$ cat src/design/pll_ctl_pkg.sv
// Notes on behaviour
// - Acquisition mode shows the filter-mode bit as zero.
// - Tracking mode whenever not acquiring or the filter-mode bit is one.
// - Automatic selection lets the lock detector switch filter modes itself.
// - Automatic: filter-mode bit read-only, follows acquisition tolerance window.
// - Automatic: settled flag read-only, follows lock tolerance.
// - Automatic: settled flag toggle raises interrupt when enabled.
// - Manual: filter-mode bit is software-written and selects the filter.
// - Manual: settled indication inactive, no interrupts.
// - Prescale power field holds P, 0 to 3, in control register.
// - Multiplier N is 12 bits split over high and low registers.
// - E in control register, L and R in their own registers.
// - P, E, N, L, R writes ignored while loop power is on.
// - Manual: settle interrupt enable forced zero, not writable.
// - Change flag sets on toggle, cleared by control read, zero manual.
package pll_ctl_pkg;
  // ---------------------------------------------------------------
  // Register byte offsets
  // ---------------------------------------------------------------
  localparam logic [7:0] OFS_CTRL = 8'h00;
  localparam logic [7:0] OFS_BW   = 8'h04;
  localparam logic [7:0] OFS_MULH = 8'h08;
  localparam logic [7:0] OFS_MULL = 8'h0C;
  localparam logic [7:0] OFS_VRS  = 8'h10;
  localparam logic [7:0] OFS_RDIV = 8'h14;
  localparam logic [7:0] OFS_IST  = 8'h18;
  localparam logic [7:0] OFS_IMSK = 8'h1C;
  // ---------------------------------------------------------------
  // Control register fields
  // ---------------------------------------------------------------
  localparam int B_IE   = 7;
  localparam int B_FLAG = 6;
  localparam int B_ON   = 5;
  localparam int B_BCS  = 4;
  localparam int B_PRE  = 2;
  localparam int B_VPR  = 0;
  // Bandwidth register fields
  localparam int B_AUTO = 7;
  localparam int B_LOCK = 6;
  localparam int B_ACQ  = 5;
  // Interrupt status bits
  localparam int B_IST_LOCK = 0;
  // ---------------------------------------------------------------
  // Reset values
  // ---------------------------------------------------------------
  localparam logic        RST_ON   = 1'b1;
  localparam logic [11:0] RST_MUL  = 12'h040;
  localparam logic [7:0]  RST_VRS  = 8'h40;
  localparam logic [3:0]  RST_RDIV = 4'h1;
  localparam logic [1:0]  RESP_OK  = 2'h0;
  localparam logic [1:0]  RESP_ERR = 2'h2;
endpackage

$ cat src/design/sync2.sv
module sync2 (
  input  wire logic clk_sys_i,
  input  wire logic resetn_i,
  input  wire logic d_i,
  output logic      q_o
);
  logic s1_q;
  always_ff @(posedge clk_sys_i) begin
    if (!resetn_i) begin
      s1_q <= 1'b0;
      q_o  <= 1'b0;
    end else begin
      s1_q <= d_i;
      q_o  <= s1_q;
    end
  end
endmodule // sync2

$ cat src/design/pll_mode_and_divider_control.sv
module pll_mode_and_divider_control (
  input  wire logic        clk_sys_i,
  input  wire logic        resetn_i,
  input  wire logic [7:0]  s_axi_awaddr,
  input  wire logic        s_axi_awvalid,
  output logic             s_axi_awready,
  input  wire logic [31:0] s_axi_wdata,
  input  wire logic [3:0]  s_axi_wstrb,
  input  wire logic        s_axi_wvalid,
  output logic             s_axi_wready,
  output logic [1:0]       s_axi_bresp,
  output logic             s_axi_bvalid,
  input  wire logic        s_axi_bready,
  input  wire logic [7:0]  s_axi_araddr,
  input  wire logic        s_axi_arvalid,
  output logic             s_axi_arready,
  output logic [31:0]      s_axi_rdata,
  output logic [1:0]       s_axi_rresp,
  output logic             s_axi_rvalid,
  input  wire logic        s_axi_rready,
  input  wire logic        acq_window_i,
  input  wire logic        lock_window_i,
  output logic             filter_wide_narrow_o,
  output logic             loop_power_on_o,
  output logic             base_clock_choice_o,
  output logic [1:0]       prescale_power_o,
  output logic [1:0]       vco_range_power_o,
  output logic [11:0]      multiplier_o,
  output logic [7:0]       vco_linear_range_o,
  output logic [3:0]       ref_divider_o,
  output logic             irq_o
);
  // ---------------------------------------------------------------
  // State
  // ---------------------------------------------------------------
  logic        auto_q, acq_q, lock_q, ie_q, flag_q;
  logic        on_q, bcs_q;
  logic [1:0]  pre_q, vpr_q;
  logic [11:0] mul_q;
  logic [7:0]  vrs_q;
  logic [3:0]  rdiv_q;
  logic        ist_q, imsk_q;
  logic        acq_s, lock_s;
  logic        aw_q, w_q;
  logic [7:0]  awaddr_q;
  logic [31:0] wdata_q;
  logic [3:0]  wstrb_q;
  logic        wr_go, rd_go, wmap, rmap;
  logic        toggle;
  logic [31:0] rd_d;

  // ---------------------------------------------------------------
  // Detector inputs
  // ---------------------------------------------------------------
  // Analog comparators are asynchronous to the bus clock
  sync2 u_sync_acq (
    .clk_sys_i (clk_sys_i),
    .resetn_i  (resetn_i),
    .d_i       (acq_window_i),
    .q_o       (acq_s)
  );
  sync2 u_sync_lock (
    .clk_sys_i (clk_sys_i),
    .resetn_i  (resetn_i),
    .d_i       (lock_window_i),
    .q_o       (lock_s)
  );

  // ---------------------------------------------------------------
  // AXI4-Lite write side
  // ---------------------------------------------------------------
  assign s_axi_awready = !aw_q && !s_axi_bvalid;
  assign s_axi_wready  = !w_q && !s_axi_bvalid;
  assign wr_go = aw_q && w_q && !s_axi_bvalid;

  always_ff @(posedge clk_sys_i) begin
    if (!resetn_i) begin
      aw_q     <= 1'b0;
      w_q      <= 1'b0;
      awaddr_q <= 8'h00;
      wdata_q  <= 32'h0000_0000;
      wstrb_q  <= 4'h0;
    end else begin
      if (s_axi_awvalid && s_axi_awready) begin
        aw_q     <= 1'b1;
        awaddr_q <= s_axi_awaddr;
      end else if (wr_go) begin
        aw_q <= 1'b0;
      end
      if (s_axi_wvalid && s_axi_wready) begin
        w_q     <= 1'b1;
        wdata_q <= s_axi_wdata;
        wstrb_q <= s_axi_wstrb;
      end else if (wr_go) begin
        w_q <= 1'b0;
      end
    end
  end

  always_comb begin
    case (awaddr_q)
      pll_ctl_pkg::OFS_CTRL, pll_ctl_pkg::OFS_BW,
      pll_ctl_pkg::OFS_MULH, pll_ctl_pkg::OFS_MULL,
      pll_ctl_pkg::OFS_VRS,  pll_ctl_pkg::OFS_RDIV,
      pll_ctl_pkg::OFS_IST,  pll_ctl_pkg::OFS_IMSK: wmap = 1'b1;
      default: wmap = 1'b0;
    endcase
  end

  always_ff @(posedge clk_sys_i) begin
    if (!resetn_i) begin
      s_axi_bvalid <= 1'b0;
      s_axi_bresp  <= pll_ctl_pkg::RESP_OK;
    end else if (wr_go) begin
      s_axi_bvalid <= 1'b1;
      s_axi_bresp  <= wmap ? pll_ctl_pkg::RESP_OK : pll_ctl_pkg::RESP_ERR;
    end else if (s_axi_bready) begin
      s_axi_bvalid <= 1'b0;
    end
  end

  // Only byte lane 0 carries register data
  logic wr0;
  assign wr0 = wr_go && wstrb_q[0];

  // ---------------------------------------------------------------
  // Control register
  // ---------------------------------------------------------------
  always_ff @(posedge clk_sys_i) begin
    if (!resetn_i) begin
      on_q  <= pll_ctl_pkg::RST_ON;
      bcs_q <= 1'b0;
      pre_q <= 2'h0;
      vpr_q <= 2'h0;
      ie_q  <= 1'b0;
    end else begin
      if (!auto_q) begin
        ie_q <= 1'b0;
      end else if (wr0 && awaddr_q == pll_ctl_pkg::OFS_CTRL) begin
        ie_q <= wdata_q[pll_ctl_pkg::B_IE];
      end
      if (wr0 && awaddr_q == pll_ctl_pkg::OFS_CTRL) begin
        // Power and clock choice never change in one write
        if (bcs_q) begin
          bcs_q <= wdata_q[pll_ctl_pkg::B_BCS];
        end else if (on_q && vrs_q != 8'h00) begin
          if (wdata_q[pll_ctl_pkg::B_BCS]) begin
            bcs_q <= 1'b1;
          end else begin
            on_q <= wdata_q[pll_ctl_pkg::B_ON];
          end
        end else begin
          on_q <= wdata_q[pll_ctl_pkg::B_ON];
        end
        if (!on_q) begin
          pre_q <= wdata_q[pll_ctl_pkg::B_PRE +: 2];
          vpr_q <= wdata_q[pll_ctl_pkg::B_VPR +: 2];
        end
      end
    end
  end

  // ---------------------------------------------------------------
  // Divider settings, frozen while the loop runs
  // ---------------------------------------------------------------
  always_ff @(posedge clk_sys_i) begin
    if (!resetn_i) begin
      mul_q  <= pll_ctl_pkg::RST_MUL;
      vrs_q  <= pll_ctl_pkg::RST_VRS;
      rdiv_q <= pll_ctl_pkg::RST_RDIV;
    end else if (wr0 && !on_q) begin
      case (awaddr_q)
        pll_ctl_pkg::OFS_MULH: mul_q[11:8] <= wdata_q[3:0];
        pll_ctl_pkg::OFS_MULL: mul_q[7:0]  <= wdata_q[7:0];
        pll_ctl_pkg::OFS_VRS:  vrs_q       <= wdata_q[7:0];
        pll_ctl_pkg::OFS_RDIV: rdiv_q      <= wdata_q[3:0];
        default: ;
      endcase
    end
  end

  // ---------------------------------------------------------------
  // Bandwidth mode and lock detection
  // ---------------------------------------------------------------
  assign toggle = auto_q && (lock_s != lock_q);

  always_ff @(posedge clk_sys_i) begin
    if (!resetn_i) begin
      auto_q <= 1'b0;
      acq_q  <= 1'b0;
      lock_q <= 1'b0;
    end else begin
      if (wr0 && awaddr_q == pll_ctl_pkg::OFS_BW) begin
        auto_q <= wdata_q[pll_ctl_pkg::B_AUTO];
      end
      if (auto_q) begin
        acq_q  <= acq_s;
        lock_q <= lock_s;
      end else begin
        lock_q <= 1'b0;
        if (wr0 && awaddr_q == pll_ctl_pkg::OFS_BW) begin
          acq_q <= wdata_q[pll_ctl_pkg::B_ACQ];
        end
      end
    end
  end

  // ---------------------------------------------------------------
  // Lock change flag and interrupts
  // ---------------------------------------------------------------
  always_ff @(posedge clk_sys_i) begin
    if (!resetn_i) begin
      flag_q <= 1'b0;
    end else if (!auto_q) begin
      flag_q <= 1'b0;
    end else if (toggle) begin
      flag_q <= 1'b1;
    end else if (rd_go && s_axi_araddr == pll_ctl_pkg::OFS_CTRL) begin
      flag_q <= 1'b0;
    end
  end

  // Set wins over write-one-clear
  always_ff @(posedge clk_sys_i) begin
    if (!resetn_i) begin
      ist_q  <= 1'b0;
      imsk_q <= 1'b0;
    end else begin
      if (toggle && ie_q) begin
        ist_q <= 1'b1;
      end else if (!auto_q) begin
        ist_q <= 1'b0;
      end else if (wr0 && awaddr_q == pll_ctl_pkg::OFS_IST &&
                   wdata_q[pll_ctl_pkg::B_IST_LOCK]) begin
        ist_q <= 1'b0;
      end
      if (wr0 && awaddr_q == pll_ctl_pkg::OFS_IMSK) begin
        imsk_q <= wdata_q[pll_ctl_pkg::B_IST_LOCK];
      end
    end
  end

  assign irq_o = ist_q && imsk_q && ie_q;

  // ---------------------------------------------------------------
  // AXI4-Lite read side
  // ---------------------------------------------------------------
  assign s_axi_arready = !s_axi_rvalid;
  assign rd_go = s_axi_arvalid && s_axi_arready;

  always_comb begin
    rd_d = 32'h0000_0000;
    rmap = 1'b1;
    case (s_axi_araddr)
      pll_ctl_pkg::OFS_CTRL: begin
        rd_d[pll_ctl_pkg::B_IE]        = ie_q;
        rd_d[pll_ctl_pkg::B_FLAG]      = flag_q;
        rd_d[pll_ctl_pkg::B_ON]        = on_q;
        rd_d[pll_ctl_pkg::B_BCS]       = bcs_q;
        rd_d[pll_ctl_pkg::B_PRE +: 2]  = pre_q;
        rd_d[pll_ctl_pkg::B_VPR +: 2]  = vpr_q;
      end
      pll_ctl_pkg::OFS_BW: begin
        rd_d[pll_ctl_pkg::B_AUTO] = auto_q;
        rd_d[pll_ctl_pkg::B_LOCK] = lock_q;
        rd_d[pll_ctl_pkg::B_ACQ]  = acq_q;
      end
      pll_ctl_pkg::OFS_MULH: rd_d[3:0] = mul_q[11:8];
      pll_ctl_pkg::OFS_MULL: rd_d[7:0] = mul_q[7:0];
      pll_ctl_pkg::OFS_VRS:  rd_d[7:0] = vrs_q;
      pll_ctl_pkg::OFS_RDIV: rd_d[3:0] = rdiv_q;
      pll_ctl_pkg::OFS_IST:  rd_d[0]   = ist_q;
      pll_ctl_pkg::OFS_IMSK: rd_d[0]   = imsk_q;
      default: rmap = 1'b0;
    endcase
  end

  always_ff @(posedge clk_sys_i) begin
    if (!resetn_i) begin
      s_axi_rvalid <= 1'b0;
      s_axi_rdata  <= 32'h0000_0000;
      s_axi_rresp  <= pll_ctl_pkg::RESP_OK;
    end else if (rd_go) begin
      s_axi_rvalid <= 1'b1;
      s_axi_rdata  <= rd_d;
      s_axi_rresp  <= rmap ? pll_ctl_pkg::RESP_OK : pll_ctl_pkg::RESP_ERR;
    end else if (s_axi_rready) begin
      s_axi_rvalid <= 1'b0;
    end
  end

  // ---------------------------------------------------------------
  // Loop outputs
  // ---------------------------------------------------------------
  // Zero selects acquisition, one tracking
  assign filter_wide_narrow_o = acq_q;
  assign loop_power_on_o      = on_q;
  assign base_clock_choice_o  = bcs_q;
  assign prescale_power_o     = pre_q;
  assign vco_range_power_o    = vpr_q;
  assign multiplier_o         = mul_q;
  assign vco_linear_range_o   = vrs_q;
  assign ref_divider_o        = rdiv_q;
endmodule // pll_mode_and_divider_control

$ cat config.mk
export PLATFORM = sky130hd
export DESIGN_NAME = pll_mode_and_divider_control
export DESIGN_NICKNAME = d
export VERILOG_FILES = /design/src/design/pll_ctl_pkg.sv /design/src/design/sync2.sv /design/src/design/pll_mode_and_divider_control.sv
export SDC_FILE = /design/constraint.sdc
export NUM_CORES = 1
export LEC_CHECK = 0
export ABC_CLOCK_PERIOD_IN_PS = 3200
export BUFFER_PORTS_ARGS = -buffer_cell sky130_fd_sc_hd__buf_2
export CELL_PAD_IN_SITES_DETAIL_PLACEMENT = 1
export CELL_PAD_IN_SITES_GLOBAL_PLACEMENT = 2
export CORE_UTILIZATION = 29
export CTS_CLUSTER_DIAMETER = 40
export CTS_CLUSTER_SIZE = 30
export DETAILED_ROUTE_END_ITERATION = 16
export PLACE_DENSITY = 0.94
export SLEW_MARGIN = 20
export SYNTH_ARGS = -nofsm -noshare
export SYNTH_HDL_FRONTEND = slang
export SYNTH_SLANG_ARGS = --single-unit
$ cat constraint.sdc
create_clock -name clk_sys_i -period 3.2 [get_ports clk_sys_i]
set_input_delay 0.16 -clock clk_sys_i [delete_from_list [all_inputs] [get_ports clk_sys_i]]
set_output_delay 0.16 -clock clk_sys_i [all_outputs]
set_load 0.05 [all_outputs]
==> reports/metrics.cfg, run 1 <==
[clock_tree]
cts-root-buf=clkbuf_16
cts_buffers=9
post_cts_buffers=0
cts_resized=0
cts.htree.levels=3
clock_sinks=73
cts_max_path_buffers=2
cts_tree=done
clock_latency_ns=0.33
clk_pin_slew_worst_paths_ns=0.06
cts_hold_buf=0

[finish]
n_antenna_cell=0
syn2layout_area_growth_pct=20.19
drive_gt1_share_pct=22.89
num-nets-final=519

[synth]
netlist_area_um2=3402
yosys_warnings=0
synthArstFlopShare_pct=0
synth_commonest_cells=dfxtp_1 (73), nand2_1 (61), mux2i_1 (34)
yosys.cell_types.count=43
synth-seq-cells=73
synthCells=386
synth.mux.area_fraction_pct=11.33
synth-adder-area-share_pct=0
synth_top_family_by_area=simple AND/OR/NAND/NOR gates
synth-simple-area-share_pct=22.21
synth_compound_area_share_pct=13.72
synth_area_leaders=dfxtp_1 (43%), mux2i_1 (10%), nand2_1 (6.7%)
yosysSeqAreaShare_pct=42.96
synth_most_common_cell=dfxtp_1
synth_edf_count=0
ys.flop_type=dfxtp_1
yosys.area_share.xor_xnor_pct=0.2574
synth_area_leader_cell=dfxtp_1
synth_top_area_share_pct=42.96
syn_area_per_cell_um2=8.814

[run]
drv_cap=0

[drt]
drc_errors=0
wl_per_cell_um=15.39
drt-total-wl_mm=9.329
drt-initial-drc-count=143
antenna_left=0
avgViaCountPerCell=4.866
vias=2949
firstDrtPassIters=4

[sta]
setup_viol=0
rsz0062_at_grt=false
hold_viol_final=0
min_period_ns=2.249
finClkSkew_ns=0.006301
tns_ns=0
slew-limit-headroom_pct=43.70
drv_slew=0
max_freq_ghz=0.4447
finalCritPeriodShare_pct=70.27
timing.hold.ws_ns=0.03877
max_slew.worst_pin.slew_ns=0.8368

[global_routing]
grtUsageTotal_pct=16.04
grt_pass1_wl_mm=14.72
antenna_found_initial=0
grt_overflow_total=0
grt_max_degree=64
grt_pass1_vias=2901

[critical_path]
start_kind=register
worstSetupEndpointType=register
worstSetupPathType=register to register
crit_fanout=8
worstPathRequired_ns=3.39
arrival_ns=2.44

[floorplan]
rows=39
start_util_pct=29.79
design.core.area_um2=11420
die_area_um2=12170
dieHeight_um=110.3
ios=134
dieWidth_um=110.3

[placed_design]
io_buffer_count=80
dpl.hpwl_mm=7.002
place_congestion=0.7765

[worst_hold_path]
worstHoldPathType=input port to register

[status]
status=completed

[power_and_ir_drop]
vdd_drop_max_uv=284.3
p_leak_uw=0.001834
power_density_nw_per_um2=536.4

registers in the layout, indices dropped and copies added, names as in the netlist, 2 cells and up, named ones only:
name / flops
awaddr_q: 8
multiplier_o: 12
prescale_power_o: 2
ref_divider_o: 4
s_axi_rdata: 8
vco_linear_range_o: 8
vco_range_power_o: 2
wdata_q: 8
layout by cell type (no fill, tap or decap), types with 3 or more instances in the layout:
| master | count |
|---|---|
| nor3b_1 | 3 |
| buf_2 | 80 |
| nor2_1 | 11 |
| nand2_1 | 61 |
| nor2b_1 | 15 |
| o21ai_0 | 25 |
| conb_1 | 26 |
| and2_1 | 8 |
| inv_1 | 6 |
| clkbuf_16 | 9 |
| a21oi_1 | 9 |
| clkinv_2 | 4 |
| a22oi_1 | 3 |
| dfxtp_1 | 73 |
| mux2_2 | 4 |
| nor4_1 | 8 |
| nand3_1 | 12 |
| a221o_1 | 3 |
| a21boi_0 | 23 |
| mux2i_1 | 34 |
| and3_1 | 3 |
| nand4_1 | 6 |
| nor3_1 | 8 |
| nand2b_1 | 3 |
layout make-up:
class	count	area, um2
clock buffer	10	239.0
clock inverter	6	57.56
fill	1374	7330
inverter	6	22.52
multi-input combinational	286	1714
sequential	73	1461
tap	143	178.9
timing repair buffer	82	415.4
metrics by stage:
step / instances / total power [uW] / setup WS [ns] / utilization (%) / area [um2]
after floorplan: 411 / 1183 / 1.083 / - / 3496
after global placement: 590 / 1212 / 1.124 / 33.21 / 3792
after detailed placement: 590 / 1220 / 1.014 / 33.21 / 3792
after CTS: 606 / 2213 / 0.9928 / 35.81 / 4089
after global routing: 606 / 2286 / 0.8235 / 35.81 / 4089
final: 606 / 2193 / 0.9515 / 35.81 / 4089
worst max-delay path, cell delays in order (launching register included):
cell and delay (ns):
dfxtp_1 0.34, nor3b_1 0.65, nand4_1 0.71, mux2i_1 0.34, nand2_1 0.08
routing by layer:
layer / GRT usage (%) / vias up / share of wire, %
met5: 0 / - / 0
met4: 6.015 / 0 / 1.9
met1: 20.17 / 1407 / 46
met3: 3.762 / 17 / 5.0
met2: 26.57 / 83 / 47
li1: - / 1442 / -
power breakdown:
group          switching, uW  internal [uW]  leakage (uW)  total, uW
Sequential              29.0            933      0.000593        962
Combinational            177           60.7       0.00109        238
Clock                    374            619      0.000148        993
Total                    581           1610       0.00183       2190
cells by family (layout without fill, tap and decap cells):
logic type,count (synthesis),count (layout)
AOI/OAI and AO/OA,72,72
xor gates and xnor gates,1,1
buffers and inverters,52,104
DFF,73,73
muxes,38,38
other,1,26
and+or+nand+nor,149,149
worst paths after layout:
path / from / cells past startpoint / to / slack (ns)
max: wstrb_q[0] / 4 / multiplier_o[6] / 0.95
min: acq_window_i / 2 / u_sync_acq.s1_q / 0.04
max reg2reg: wstrb_q[0] / 4 / multiplier_o[6] / 0.95
min reg2reg: register / 1 / s_axi_bresp[1] / 0.41
(Power assumes the default switching activity.)
==> run 2: changes to the inputs <==
ABC_CLOCK_PERIOD_IN_PS = 1900   (was 3200)
CORE_UTILIZATION = 25   (was 29)
PLACE_DENSITY = 0.87   (was 0.94)
clock period = 1.9 ns   (was 3.2 ns; I/O delays follow)
==> run 2 against run 1 <==
  * Clock skew is 0.00058 ns lower
  * First-iteration DRC count shrank 17%
  * Critical path depth did not move
  * Cell count rose by 7.4%
  * Global-route usage is 2.0 points lower
  * Design area is 4.5% higher
  * Core utilization down 3.5 points
  * Count of clock-buffer cells in the layout up 1
  * Sequential share of layout area shrank 1.5 points
  * Wire length is 3.3% higher
  * Via count shrank 0.27%
  * Setup slack got worse by 0.84 ns
==> reports/metrics.cfg, run 2 (synthesized netlist as in run 1, its figures left out) <==
[sta]
hold_viol_final=0
max_slew.worst_pin.slew_ns=0.5622
max_freq_ghz=0.5577
finalCritPeriodShare_pct=94.37
slew-limit-headroom_pct=62.52
rsz0062_at_grt=false
tns_ns=0
min_period_ns=1.793
drv_slew=0
setup_viol=0
finClkSkew_ns=0.005726

[drt]
firstDrtPassIters=4
drt-initial-drc-count=119
avgViaCountPerCell=4.518
antenna_left=0
drt-total-wl_mm=9.640
drc_errors=0
vias=2941
wl_per_cell_um=14.81

[power_and_ir_drop]
power_density_nw_per_um2=924.9
vdd_drop_max_uv=401.6
p_leak_uw=0.001910
power_uw=3953

[critical_path]
r2r_setup_slack_ns=0.11
worstSetupEndpoint=vco_linear_range_o[3]
reg2reg_to=vco_linear_range_o[3]
timing.critical_path.from=awaddr_q[0]
worstPathRequired_ns=2.16
start_kind=register
crit_fanout=4
rr_startpoint=awaddr_q[0]
worstSetupPathType=register to register
worstSetupEndpointType=register
reg2reg_depth=4
arrival_ns=2.05

[finish]
syn2layout_area_growth_pct=25.63
final_cell_mix=buf_2 (80), dfxtp_1 (73), nand2_1 (61)
n_antenna_cell=0
drive_gt1_share_pct=24.63
largest_reg_flops=12
num-nets-final=531
final_common_cell=buf_2

[clock_tree]
clk_pin_slew_worst_paths_ns=0.06
cts_buffers=9
clock_sinks=73
cts.htree.levels=3
post_cts_buffers=0
cts_tree=done
cts_max_path_buffers=2
cts-root-buf=clkbuf_16
clock_latency_ns=0.33

[placed_design]
dpl.hpwl_mm=7.312
io_buffer_count=80
place_congestion=0.7779

[global_routing]
grtUsageTotal_pct=14.03
grt_max_degree=64
grt_pass1_wl_mm=15.46
grt_pass1_vias=3014
antenna_found_initial=0
grt_overflow_total=0

[floorplan]
rows=42
ios=134
start_util_pct=25.69
die_area_um2=14080
design.core.area_um2=13240
dieWidth_um=118.7
dieHeight_um=118.7

[worst_hold_path]
worstHoldPathType=input port to register

[run]
drv_cap=0

[status]
status=completed

[run 2: changes by cell type in the layout (fill, tap and decap cells not counted)]
cell	change
clkbuf_1	+2
buf_4	+10
clkinvlp_4	-1
clkinv_4	+1
bufinv_16	+2
clkinv_2	-3
dlygate4sd3_1	+2
nor2_2	+2
or4_1	-1
or4_4	+1
clkbuf_8	-1
nor2_1	-2
[run 2: worst min path at each step]
stage,from,end,depth (start not counted),slack [ns]
final,s_axi_awaddr[7],awaddr_q[7],3,0.02
after global routing,s_axi_awaddr[7],awaddr_q[7],3,0.02
after CTS,s_axi_awaddr[7],awaddr_q[7],3,0.01
after detailed placement,lock_window_i,u_sync_lock.s1_q,2,0.31
after global placement,lock_window_i,u_sync_lock.s1_q,2,0.31
after floorplan,acq_window_i,u_sync_acq.s1_q,1,0.22
[run 2: report_power, final]
| group | switching (uW) | total [uW] | internal, uW |
|---|---|---|---|
| Sequential | 46.7 | 1620 | 1570 |
| Combinational | 303 | 416 | 114 |
| Clock | 635 | 1920 | 1280 |
| Total | 985 | 3950 | 2970 |
[run 2: per-stage QoR]
stage | utilization [%] | setup WS, ns | hold WS (ns) | std cells | cell area (um2)
finish | 32.28 | 0.1071 | 0.01891 | 651 | 4274
global route | 32.28 | 0.02814 | 0.01932 | 651 | 4274
CTS | 32.25 | 0.07127 | 0.01380 | 651 | 4270
detailed placement | 29.55 | 0.05005 | 0.3110 | 633 | 3914
global placement | 29.55 | 0.08513 | 0.3100 | 633 | 3914
floorplan | - | 0.02823 | 0.2223 | 411 | 3501
[run 2: what timing repair did]
item | 4_1_cts | 5_1_grt
setup endpoints to repair | 0 | 4
resized for setup | 0 | 1
hold endpoints to repair | 2 | 0
hold buffers | 2 | 0
[run 2: final cells by class]
type | count | area, um2
fillers | 1590 | 8969
multi-input cells | 286 | 1723
flip-flops and latches | 73 | 1461
repair buffers | 94 | 510.5
clock buffers | 11 | 232.7
well taps | 176 | 220.2
clock inverters | 5 | 103.9
inverters | 6 | 22.52
[run 2: worst max-delay path, cell delays in order, from the launching register on]
cell,delay [ns]
dfxtp_1,0.32
or3b_2,0.51
nor4_1,0.33
and2_1,0.33
mux2i_1,0.22
[run 2: per-layer routing]
layer  track usage (%)  wire length (um)  up-vias
met1             18.20              4495     1380
met2             22.51              4461       87
li1                  -                 -     1462
met4             4.747               129        0
met5                 0                 0        -
met3             3.571               554       12
